`src/pkg/wdc_map.vh`:
```
`ifndef WDC_MAP_VH
`define WDC_MAP_VH
// Register byte offsets
`define WDC_OFF_CTL 8'hd8
`define WDC_OFF_XIEN 8'he8
`define WDC_OFF_IST 8'he0
`define WDC_OFF_IMASK 8'he4
`define WDC_OFF_UNL 8'hf4
// Control/status bit positions
`define WDC_B_BAUD2 7
`define WDC_B_POR 6
`define WDC_B_SPARE 5
`define WDC_B_TMOF 3
`define WDC_B_WRSTF 2
`define WDC_B_RSTEN 1
`define WDC_B_RESTART 0
// Extended enable layout
`define WDC_B_WIEN 4
`define WDC_XIEN_RSVD 3'b111
// Interrupt status bits
`define WDC_IS_TMO 0
`define WDC_IS_WRST 1
// Reset values
`define WDC_CTL_POR 8'h40
`define WDC_XIEN_RST 5'h00
// Bits forced low by any reset pattern
`define WDC_PAT_CLR 8'b1010_1001
// Unlock keys
`define WDC_KEY1 8'haa
`define WDC_KEY2 8'h55
// Timing
`define WDC_RST_DLY_CLKS 512
`define WDC_MC_CLKS 4
`define WDC_UNL_MCYC 3
`define WDC_TMO_CLKS 131072
`endif

```
`src/hw/wdc_top.v`:
```
`timescale 1ns/1ps
`include "wdc_map.vh"

// How it works
// - Top control bit drives baud doubling output
// - Power-on sets flag; only software clears
// - Timeout sets interrupt flag regardless of enable
// - Watchdog reset sets sticky reset flag
// - Power resets clear reset flag; external keeps
// - Reset enable low leaves reset flag alone
// - Watchdog reset only when enable set
// - Restart bit reloads count, clears itself
// - Interrupt at timeout, reset 512 clocks later
// - External reset clears bits 7,5,3,0 only
// - All readable; protected bits need unlock
// - AA then 55 opens three-cycle window
// - Upper three enable bits read as one
// - Enable bit 4 gates watchdog interrupt
// - Bits 3..0 gate external interrupts 5..2
module wdc_top #(
  parameter TIMEOUT_CLKS = `WDC_TMO_CLKS,
  parameter CNT_W = 18
) (
  input wire pclk,
  input wire presetn,
  input wire psel,
  input wire penable,
  input wire pwrite,
  input wire [7:0] paddr,
  input wire [31:0] pwdata,
  output reg [31:0] prdata,
  output reg pready,
  output reg pslverr,
  input wire ext_reset_pin_n,
  input wire power_fail_pin,
  input wire power_down_pin,
  input wire [3:0] ext_irq_in,
  output reg second_serial_baud_double,
  output reg watchdog_reset_out,
  output reg watchdog_irq_req,
  output reg [3:0] ext_irq_req,
  output reg irq
);

  // Counts derived from the header, worked out at full width
  localparam [31:0] TMO_LAST_W = TIMEOUT_CLKS - 1;
  localparam [31:0] DLY_LAST_W = `WDC_RST_DLY_CLKS - 1;
  localparam [31:0] MC_LAST_W = `WDC_MC_CLKS - 1;
  localparam [31:0] UNL_MCYC_W = `WDC_UNL_MCYC;
  // Cut on purpose to the counter widths
  localparam [CNT_W-1:0] TMO_LAST = TMO_LAST_W[CNT_W-1:0];
  localparam [8:0] DLY_LAST = DLY_LAST_W[8:0];
  localparam [1:0] MC_LAST = MC_LAST_W[1:0];
  localparam [1:0] UNL_MCYC = UNL_MCYC_W[1:0];

  // Watchdog phases
  localparam PH_COUNT = 1'b0;
  localparam PH_DELAY = 1'b1;

  // Unlock sequencer states
  localparam UL_IDLE = 2'b00;
  localparam UL_HALF = 2'b01;
  localparam UL_OPEN = 2'b10;

  // Pin synchronisers, first and second stage
  reg [2:0] pin_s1_reg;
  reg [2:0] pin_s2_reg;

  // Register storage
  reg [7:0] wdctl_reg; // Watchdog control and status
  reg [4:0] xien_reg; // Extended interrupt enables
  reg [1:0] ist_reg; // Sticky interrupt status
  reg [1:0] imask_reg; // Interrupt mask

  // Watchdog engine
  reg [CNT_W-1:0] wd_cnt_reg;
  reg [8:0] dly_cnt_reg;
  reg phase_reg;

  // Timed access
  reg [1:0] unl_state_reg;
  reg [1:0] unl_left_reg; // Machine cycles left in window
  reg [1:0] mc_div_reg; // Machine cycle divider

  // Read data bits to clear at access edge
  reg [1:0] ist_rd_reg;

  // Decoded events
  wire ext_rst;
  wire pwr_rst;
  wire any_rst;
  wire mc_en;
  wire setup;
  wire acc;
  wire wr_en;
  wire hit_ctl;
  wire hit_xien;
  wire hit_ist;
  wire hit_imask;
  wire hit_unl;
  wire hit_any;
  wire unl_open;
  wire restart;
  wire tmo;
  wire fire;
  wire wd_rst;

  // Second stage only feeds logic
  assign ext_rst = ~pin_s2_reg[0];
  assign pwr_rst = pin_s2_reg[1] | pin_s2_reg[2];
  assign any_rst = ext_rst | pwr_rst;
  assign mc_en = (mc_div_reg == MC_LAST);

  // APB phases; pready marks the access cycle
  assign setup = psel & ~penable;
  assign acc = psel & penable & pready;
  assign wr_en = acc & pwrite;

  // Address decode
  assign hit_ctl = (paddr == `WDC_OFF_CTL);
  assign hit_xien = (paddr == `WDC_OFF_XIEN);
  assign hit_ist = (paddr == `WDC_OFF_IST);
  assign hit_imask = (paddr == `WDC_OFF_IMASK);
  assign hit_unl = (paddr == `WDC_OFF_UNL);
  assign hit_any = hit_ctl | hit_xien | hit_ist | hit_imask | hit_unl;

  // Protected writes only while window open
  assign unl_open = (unl_state_reg == UL_OPEN);

  // Restart request from a protected write of one
  assign restart = wr_en & hit_ctl & unl_open & pwdata[`WDC_B_RESTART];

  // Timeout at end of count phase
  assign tmo = (phase_reg == PH_COUNT) & (wd_cnt_reg == TMO_LAST) & ~restart;

  // Delay phase end, 512 clocks after timeout
  assign fire = (phase_reg == PH_DELAY) & (dly_cnt_reg == DLY_LAST) & ~restart;

  // Reset only when enabled
  assign wd_rst = fire & wdctl_reg[`WDC_B_RSTEN];

  // Two-flop pin synchronisers
  always @(posedge pclk or negedge presetn) begin
    if (!presetn) begin
      pin_s1_reg <= 3'h1;
      pin_s2_reg <= 3'h1;
    end else begin
      pin_s1_reg <= {power_down_pin, power_fail_pin, ext_reset_pin_n};
      pin_s2_reg <= pin_s1_reg;
    end
  end

  // Machine cycle enable divider
  always @(posedge pclk or negedge presetn) begin
    if (!presetn) begin
      mc_div_reg <= 2'h0;
    end else begin
      mc_div_reg <= mc_en ? 2'h0 : mc_div_reg + 2'h1;
    end
  end

  // Timed access sequencer
  // Any other write between the two keys, except a repeated AA, aborts the unlock
  always @(posedge pclk or negedge presetn) begin
    if (!presetn) begin
      unl_state_reg <= UL_IDLE;
      unl_left_reg <= 2'h0;
    end else if (any_rst | wd_rst) begin
      unl_state_reg <= UL_IDLE;
      unl_left_reg <= 2'h0;
    end else if (wr_en & hit_unl) begin
      // Key writes
      if (pwdata[7:0] == `WDC_KEY1) begin
        unl_state_reg <= UL_HALF;
      end else if ((unl_state_reg == UL_HALF) & (pwdata[7:0] == `WDC_KEY2)) begin
        unl_state_reg <= UL_OPEN;
        unl_left_reg <= UNL_MCYC;
      end else begin
        unl_state_reg <= UL_IDLE;
      end
    end else if ((unl_state_reg == UL_HALF) & wr_en) begin
      // Second key must be the next write
      unl_state_reg <= UL_IDLE;
    end else if (unl_open & mc_en) begin
      // Count down machine cycles
      if (unl_left_reg == 2'h1) begin
        unl_state_reg <= UL_IDLE;
      end
      unl_left_reg <= unl_left_reg - 2'h1;
    end
  end

  // Watchdog counter and post-timeout delay
  always @(posedge pclk or negedge presetn) begin
    if (!presetn) begin
      wd_cnt_reg <= {CNT_W{1'b0}};
      dly_cnt_reg <= 9'h0;
      phase_reg <= PH_COUNT;
    end else if (any_rst | restart | fire) begin
      // Known starting state
      wd_cnt_reg <= {CNT_W{1'b0}};
      dly_cnt_reg <= 9'h0;
      phase_reg <= PH_COUNT;
    end else begin
      case (phase_reg)
        PH_COUNT: begin
          if (tmo) begin
            phase_reg <= PH_DELAY;
          end else begin
            wd_cnt_reg <= wd_cnt_reg + {{(CNT_W-1){1'b0}}, 1'b1};
          end
        end
        PH_DELAY: begin
          dly_cnt_reg <= dly_cnt_reg + 9'h1;
        end
        default: begin
          phase_reg <= PH_COUNT;
        end
      endcase
    end
  end

  // Watchdog control and status register
  // Hardware sets win over software clears in the same cycle
  always @(posedge pclk or negedge presetn) begin
    if (!presetn) begin
      wdctl_reg <= `WDC_CTL_POR;
    end else if (pwr_rst) begin
      // Pattern plus reset flag cleared
      wdctl_reg <= wdctl_reg & ~(`WDC_PAT_CLR | 8'h04);
    end else if (ext_rst) begin
      // Reset flag and enable kept
      wdctl_reg <= wdctl_reg & ~`WDC_PAT_CLR;
    end else if (wd_rst) begin
      // Chip reset by watchdog; cause recorded
      wdctl_reg <= (wdctl_reg & ~`WDC_PAT_CLR) | 8'h04;
    end else begin
      // Self-clearing restart bit
      wdctl_reg[`WDC_B_RESTART] <= 1'b0;
      if (wr_en & hit_ctl) begin
        // Unrestricted bits
        wdctl_reg[`WDC_B_BAUD2] <= pwdata[`WDC_B_BAUD2];
        wdctl_reg[`WDC_B_SPARE] <= pwdata[`WDC_B_SPARE];
        wdctl_reg[`WDC_B_WRSTF] <= pwdata[`WDC_B_WRSTF];
        if (unl_open) begin
          // Protected bits
          wdctl_reg[`WDC_B_POR] <= pwdata[`WDC_B_POR];
          wdctl_reg[`WDC_B_RSTEN] <= pwdata[`WDC_B_RSTEN];
          wdctl_reg[`WDC_B_TMOF] <= pwdata[`WDC_B_TMOF] | tmo;
          wdctl_reg[`WDC_B_RESTART] <= pwdata[`WDC_B_RESTART];
        end else if (tmo) begin
          wdctl_reg[`WDC_B_TMOF] <= 1'b1;
        end
      end else if (tmo) begin
        // Set regardless of interrupt enable
        wdctl_reg[`WDC_B_TMOF] <= 1'b1;
      end
    end
  end

  // Extended interrupt enable register
  // Enables drop on every reset kind
  always @(posedge pclk or negedge presetn) begin
    if (!presetn) begin
      xien_reg <= `WDC_XIEN_RST;
    end else if (any_rst | wd_rst) begin
      xien_reg <= `WDC_XIEN_RST;
    end else if (wr_en & hit_xien) begin
      xien_reg <= pwdata[4:0];
    end
  end

  // Interrupt mask register
  always @(posedge pclk or negedge presetn) begin
    if (!presetn) begin
      imask_reg <= 2'h0;
    end else if (wr_en & hit_imask) begin
      imask_reg <= pwdata[1:0];
    end
  end

  // Sticky status; read clears only what was returned
  // so an event landing during the read is kept
  always @(posedge pclk or negedge presetn) begin
    if (!presetn) begin
      ist_reg <= 2'h0;
    end else begin
      ist_reg[`WDC_IS_TMO] <= tmo | (ist_reg[`WDC_IS_TMO] & ~ist_rd_reg[`WDC_IS_TMO]);
      ist_reg[`WDC_IS_WRST] <= wd_rst | (ist_reg[`WDC_IS_WRST] & ~ist_rd_reg[`WDC_IS_WRST]);
    end
  end

  // APB answer: data captured in setup, ready in access
  always @(posedge pclk or negedge presetn) begin
    if (!presetn) begin
      prdata <= 32'h0000_0000;
      pready <= 1'b0;
      pslverr <= 1'b0;
      ist_rd_reg <= 2'h0;
    end else begin
      pready <= setup;
      pslverr <= setup & ~hit_any;
      ist_rd_reg <= 2'h0;
      if (setup & ~pwrite) begin
        // Read mux
        if (hit_ctl) begin
          prdata <= {24'h00_0000, wdctl_reg & 8'hef};
        end else if (hit_xien) begin
          prdata <= {24'h00_0000, `WDC_XIEN_RSVD, xien_reg};
        end else if (hit_ist) begin
          prdata <= {30'h0000_0000, ist_reg};
          ist_rd_reg <= ist_reg;
        end else if (hit_imask) begin
          prdata <= {30'h0000_0000, imask_reg};
        end else if (hit_unl) begin
          // Unlock state visible for debug
          prdata <= {30'h0000_0000, unl_state_reg};
        end else begin
          prdata <= 32'h0000_0000;
        end
      end else if (acc) begin
        prdata <= 32'h0000_0000;
      end
    end
  end

  // Registered outputs toward serial, reset and interrupt logic
  always @(posedge pclk or negedge presetn) begin
    if (!presetn) begin
      second_serial_baud_double <= 1'b0;
      watchdog_reset_out <= 1'b0;
      watchdog_irq_req <= 1'b0;
      ext_irq_req <= 4'h0;
      irq <= 1'b0;
    end else begin
      second_serial_baud_double <= wdctl_reg[`WDC_B_BAUD2];
      watchdog_reset_out <= wd_rst;
      // Flag gated by its enable
      watchdog_irq_req <= wdctl_reg[`WDC_B_TMOF] & xien_reg[`WDC_B_WIEN];
      // Bit 3 is irq5 down to bit 0 irq2
      ext_irq_req <= ext_irq_in & xien_reg[3:0];
      irq <= |(ist_reg & imask_reg);
    end
  end

endmodule // wdc_top

```
`config.mk`:
```
export PLATFORM = sky130hd
export DESIGN_NAME = wdc_top
export DESIGN_NICKNAME = d
export VERILOG_FILES = /design/src/hw/wdc_top.v
export VERILOG_INCLUDE_DIRS = /design/src /design/src/pkg
export SDC_FILE = /design/constraint.sdc
export NUM_CORES = 1
export LEC_CHECK = 0
export BUFFER_PORTS_ARGS = -buffer_cell sky130_fd_sc_hd__clkbuf_2
export CAP_MARGIN = 40
export CORE_ASPECT_RATIO = 1.2
export CORE_MARGIN = 2
export CORE_UTILIZATION = 53
export CTS_CLUSTER_SIZE = 30
export DETAILED_ROUTE_END_ITERATION = 6
export GPL_TIMING_DRIVEN = 0
export PLACE_DENSITY = 0.79
export REMOVE_ABC_BUFFERS = 1
export SYNTH_ARGS = -nofsm -noshare
export SYNTH_HDL_FRONTEND = slang
export SYNTH_SLANG_ARGS = --single-unit
export TNS_END_PERCENT = 10
```
`constraint.sdc`:
```
create_clock -name pclk -period 2.6 [get_ports pclk]
set_input_delay 0.52 -clock pclk [delete_from_list [all_inputs] [get_ports pclk]]
set_output_delay 0.52 -clock pclk [all_outputs]
set_load 0.1 [all_outputs]
```
=== Yosys cells after proc, flatten, opt, wreduce, memory -nomap -nowiden ===
Cells that the tools add are included.

* Add/sub/neg operators: 4
* Eq/ne operators: 19
* Mux-type cells: 46
* Bitwise gates (word level): 47
* Reduce and logical (&&, ||, !) cells: 14

{| class="wikitable"
|+ Operators with widths
! cell !! count
|-
| $mux W32 || 4
|-
| $mux W18 || 3
|-
| $eq A8 B8 Y1 const B || 6
|-
| $mux W2 || 22
|-
| $and A1 B1 Y1 || 23
|-
| $add A18 B1 Y18 const B || 1
|-
| $eq A18 B17 Y1 const B || 1
|-
| $mux W9 || 2
|-
| $mux W8 || 2
|-
| $or A1 B1 Y1 || 12
|-
| $mux W5 || 2
|-
| $not A1 Y1 || 10
|-
| $add A9 B1 Y9 const B || 1
|-
| $eq A9 B9 Y1 const B || 1
|-
| $mux W3 || 3
|-
| $eq A8 B7 Y1 const B || 1
|-
| $reduce_bool A2 Y1 || 4
|-
| $reduce_bool A4 Y1 || 2
|-
| $mux W1 || 7
|-
| $ne A3 B2 Y1 const B || 2
|-
| $reduce_and A2 Y1 || 3
|-
| $reduce_bool A3 Y1 || 2
|-
| $reduce_and A5 Y1 || 1
|-
| $and A4 B4 Y4 || 1
|-
| other kinds (11) || 14
|}

* Register bits: 100
* Output and inout port bits: 42

=== Logic depth before layout (Yosys ltp) ===
* Depth after elaboration: 14
* Mapped depth: 8
* Gate-level depth less buffers: 8

=== Least setup slack after synthesis ===
No wires, ideal clock.

* Kind: input to register
* From: input paddr[2]
* To: register wdctl_reg[1]
* Setup time: 125 ps
* Arrival time: 2460 ps
* Required time: 2475 ps
* Slack: 15 ps
* Stages: 7
* Cell sequence: buf_6 > or4b_4 > buf_6 > or4_4 > buf_6 > a211o_1 > mux2_4

* Word-level cells in the longest chain between the ends: 9

{| class="wikitable"
|+ RTL lines
! what !! RTL line !! text
|-
| start, declared || wdc_top.v:29 || <nowiki>input wire [7:0] paddr,</nowiki>
|-
| $eq A8 B8 Y1 (no source line) * || n/a ||
|-
| $and A1 B1 Y1 * || wdc_top.v:131, wdc_top.v:240 ||
|-
| $and A1 B1 Y1 (2 in series) || wdc_top.v:131 || <nowiki>assign restart = wr_en & hit_ctl & unl_open & pwdata[`WDC_B_RESTART];</nowiki>
|-
| $not A1 Y1 || wdc_top.v:137 || <nowiki>assign fire = (phase_reg == PH_DELAY) & (dly_cnt_reg == DLY_LAST) & ~restart;</nowiki>
|-
| $and A1 B1 Y1 || wdc_top.v:137 ||
|-
| $and A1 B1 Y1 || wdc_top.v:140 || <nowiki>assign wd_rst = fire & wdctl_reg[`WDC_B_RSTEN];</nowiki>
|-
| $not A1 Y1 (no source line) || n/a ||
|-
| $reduce_and A5 Y1 (no source line) * || n/a ||
|-
| end signal, assigned || wdc_top.v:227 || <nowiki>wdctl_reg <= `WDC_CTL_POR;</nowiki>
|-
| end signal, assigned || wdc_top.v:230 || <nowiki>wdctl_reg <= wdctl_reg & ~(`WDC_PAT_CLR | 8'h04);</nowiki>
|-
| end signal, assigned || wdc_top.v:233 || <nowiki>wdctl_reg <= wdctl_reg & ~`WDC_PAT_CLR;</nowiki>
|-
| end, declared || wdc_top.v:70 || <nowiki>reg [7:0] wdctl_reg;</nowiki>
|}

Every way passes the cells marked *; elsewhere a longest branch is shown, timed or not.
A chain may end at the register's enable or synchronous reset.

=== Worst setup path in the final report ===
* From: register wd_cnt_reg[9]
* To: register wd_cnt_reg[1]

* Word-level cells in the longest chain between the ends: 5

{| class="wikitable"
|+ RTL lines
! what !! RTL line !! text
|-
| start, declared || wdc_top.v:76 || <nowiki>reg [CNT_W-1:0] wd_cnt_reg;</nowiki>
|-
| start signal, assigned || wdc_top.v:196 || <nowiki>wd_cnt_reg <= {CNT_W{1'b0}};</nowiki>
|-
| start signal, assigned || wdc_top.v:201 || <nowiki>wd_cnt_reg <= {CNT_W{1'b0}};</nowiki>
|-
| start signal, assigned || wdc_top.v:210 || <nowiki>wd_cnt_reg <= wd_cnt_reg + {{(CNT_W-1){1'b0}}, 1'b1};</nowiki>
|-
| $eq A18 B17 Y1 || wdc_top.v:134 || <nowiki>assign tmo = (phase_reg == PH_COUNT) & (wd_cnt_reg == TMO_LAST) & ~restart;</nowiki>
|-
| $and A1 B1 Y1 (2 in series) || wdc_top.v:134 ||
|-
| $ne A2 B1 Y1 (no source line) || n/a ||
|-
| $reduce_and A2 Y1 (no source line) || n/a ||
|}

Every way passes these cells.

==> flow_summary.ini <==
[run_status]
status = completed

[synth]
yosys.area.top_type = dfrtp_1
synth_warnings = 0
synth_xor_area_share_pct = 1.60
synthMuxAreaShare_pct = 5.37
synth_edf_count = 0
avgSynthCellArea_um2 = 10.4
yosys.cell_types.count = 56
synth_top_family_by_area = simple AND/OR/NAND/NOR gates
synthSimpleGateAreaFrac_pct = 21.5
synth_top_area_share_pct = 47.8
synth_compound_area_share_pct = 12.4
async_flop_share_pct = 100
synth_cells = 368
synth.area.top_cells = dfrtp_1 (48%), buf_4 (4.7%), mux2i_1 (3.4%), nor2_1 (3.1%), a21oi_1 (2.9%)
synth_area_um2 = 3820
seq_area_frac_synth_pct = 49.9
ys_seq_elements = 76
synthFlopType = dfrtp_1
synthAdderAreaFrac_pct = 1.64

[die]
start_util_pct = 55.4
pin_count = 94
core_area_um2 = 6900
die_x_um = 81.5
core.rowCount = 33
die_area_um2 = 7910
die_h_um = 97.0

[setup_path]
path_class = flop to flop
worst-r2r-setup-slack_ns = 0.26
crit_fanout = 10
startpoint = wd_cnt_reg[9]
required_ns = 2.83
critical_path.max_stage_delay_ns = 0.92
crit_end = wd_cnt_reg[1]
cp-start-kind = flop
endpoint_kind = flop
cp_slowest_cell = nor4_2
path_cells = nand4_1, nor4_2, a21oi_1, mux2i_1
worstPathArrival_ns = 2.58
reg2regPathDepth = 4
r2r_start = wd_cnt_reg[9]
r2r_end = wd_cnt_reg[1]

[detailed_routing]
wl_per_cell_um = 15.9
num_vias = 2931
top_layer = met4
drt_wl_total_um = 8040
drtAntennaViolNets = 0
vias_per_cell = 5.79
drc = 0
drt_iter0_drc = 203
wl_met3_um = 374
dr.pass1.iters = 4
drt-met1-wl_um = 3290
met2_length_um = 4250

[placement]
place.detailed.hpwl_um = 5830
placed_cell_area_um2 = 4040
io_buffers = 45
gp_congestion = 0.807

[cells_and_area]
layout-drive-gt1-share_pct = 20.8
design_area_um2 = 4230
area_growth_pct = 10.6
num_antenna_cells = 0
finalNetCount = 471
fillers = 564
largest_register_ffs = 18
multi_input_area_um2 = 1730
ff_latch_area_um2 = 1910

[clock_network]
clock_latency_ns = 0.36
htree_levels = 3
cts.path.max_buffers = 2
cts.reportedPaths.clkPinSlew_ns = 0.08
cts_buffers = 9
cts.sinks = 76
cts_tree = yes
cts_setup_buffers = 0
clock_tree.root_cell = clkbuf_8

[timing]
fin_skew_ns = 0.00391
timing.fmax_mhz = 427
maxSlewHeadroom_pct = 36.5
fin_crit_sh_pct = 90.1
period_minus_slack_ns = 2.34
slew_violations = 0
setup_viol = 0
hold_viol_final = 0
rsz0062_at_grt = no
tightest_slew_ns = 0.945
setup_tns_ns = 0

[power_and_ir_drop]
powerDensity_nw_per_um2 = 542
leakagePower_nw = 1.81
ir_worst_vdd_v = 0.000432

[flow_run]
cap_violations = 0

[worst_hold_path]
hold_class = primary input to async pin

[global_routing]
grt_max_degree = 48
grt_pass1_wl_um = 13600
antenna_found_initial = 0
grt_pass1_vias = 2821
grtUsageTotal_pct = 22.3
gr-total-overflow = 0
## cell usage in the layout, fill, tap and decap left out, types with 7 or more instances in the layout
cell / n
nand4_1: 9
dfrtp_1: 72
nand2_1: 16
clkbuf_2: 44
o21ai_0: 9
a21oi_1: 21
mux2i_1: 13
nand3_1: 18
and2_1: 7
nor3_1: 7
inv_1: 9
nor2_1: 32
clkbuf_8: 9
conb_1: 24
or4_1: 8
## cell type report
cell class,count,share of cell area [%]
sequential,76,45.1
clock inverter,6,1.15
inverter,9,0.799
timing repair buffer,49,6.42
clock buffer,10,3.02
multi-input combinational,269,40.9
tap,87,2.58
## synth_stat cells, types with 6 or more instances
cell type	number
a21oi_1	22
mux2i_1	13
nand3_1	18
and2_1	7
inv_1	9
nor3_1	7
nand2_1	17
dfrtp_1	73
clkbuf_1	10
o21ai_0	9
buf_4	24
or4_1	8
nand4_1	9
o31ai_1	6
nor2_1	32
## power breakdown
group,internal [mW],total (mW),switching (mW)
Clock,0.355,0.830,0.475
Sequential,1.19,1.19,0.00473
Combinational,0.0346,0.267,0.233
## metrics by stage
step / power (mW) / cells / hold WS [ns] / worst slack, ns / util [%]
after floorplan: 1.41 / 354 / 0.224 / 0.0604 / -
after global placement: 1.48 / 486 / 0.334 / -0.174 / 57.9
after detailed placement: 1.49 / 490 / 0.342 / -0.187 / 58.6
after CTS: 2.31 / 506 / 0.135 / 0.0793 / 61.2
after global routing: 2.38 / 506 / 0.154 / 0.0713 / 61.3
final: 2.29 / 506 / 0.122 / 0.258 / 61.3
## cell families after synthesis
logic type | Yosys count
xor gates and xnor gates | 7
muxes | 19
and+or+nand+nor | 143
AOI/OAI and AO/OA | 71
DFF | 76
buffers and inverters | 46
other | 1
adders and majority gates | 5
## timing repair
| item | 4_1_cts | 5_1_grt |
|---|---|---|
| hold buffers | 0 | 0 |
| gates resized for setup | 1 | 2 |
| endpoints found under the setup margin | 23 | 16 |
| hold endpoints to repair | 0 | 0 |
## worst min path at each step
stage | from | end | depth (start not counted)
2_1_floorplan | presetn | dly_cnt_reg[0] | 0
3_3_place_gp | pin_s1_reg[1] | pin_s2_reg[1] | 0
3_5_place_dp | pin_s1_reg[2] | pin_s2_reg[2] | 0
4_1_cts | presetn | wd_cnt_reg[11] | 1
5_1_grt | presetn | wd_cnt_reg[11] | 1
6_report | presetn | wd_cnt_reg[9] | 1
## critical path: cells and delay by family (launching register included)
kind / cells / cell delay [ns]
AOI/OAI and AO/OA: 1 / 0.30
muxes: 1 / 0.19
DFF: 1 / 0.44
and+or+nand+nor: 2 / 1.29
## per-layer routing
| layer | GRT usage, % | vias up |
|---|---|---|
| li1 | - | 1397 |
| met1 | 28.7 | 1443 |
| met2 | 36.7 | 79 |
| met3 | 4.48 | 12 |
| met4 | 7.95 | 0 |
| met5 | 0 | - |
No activity file was read; power rests on OpenSTA's default activity.
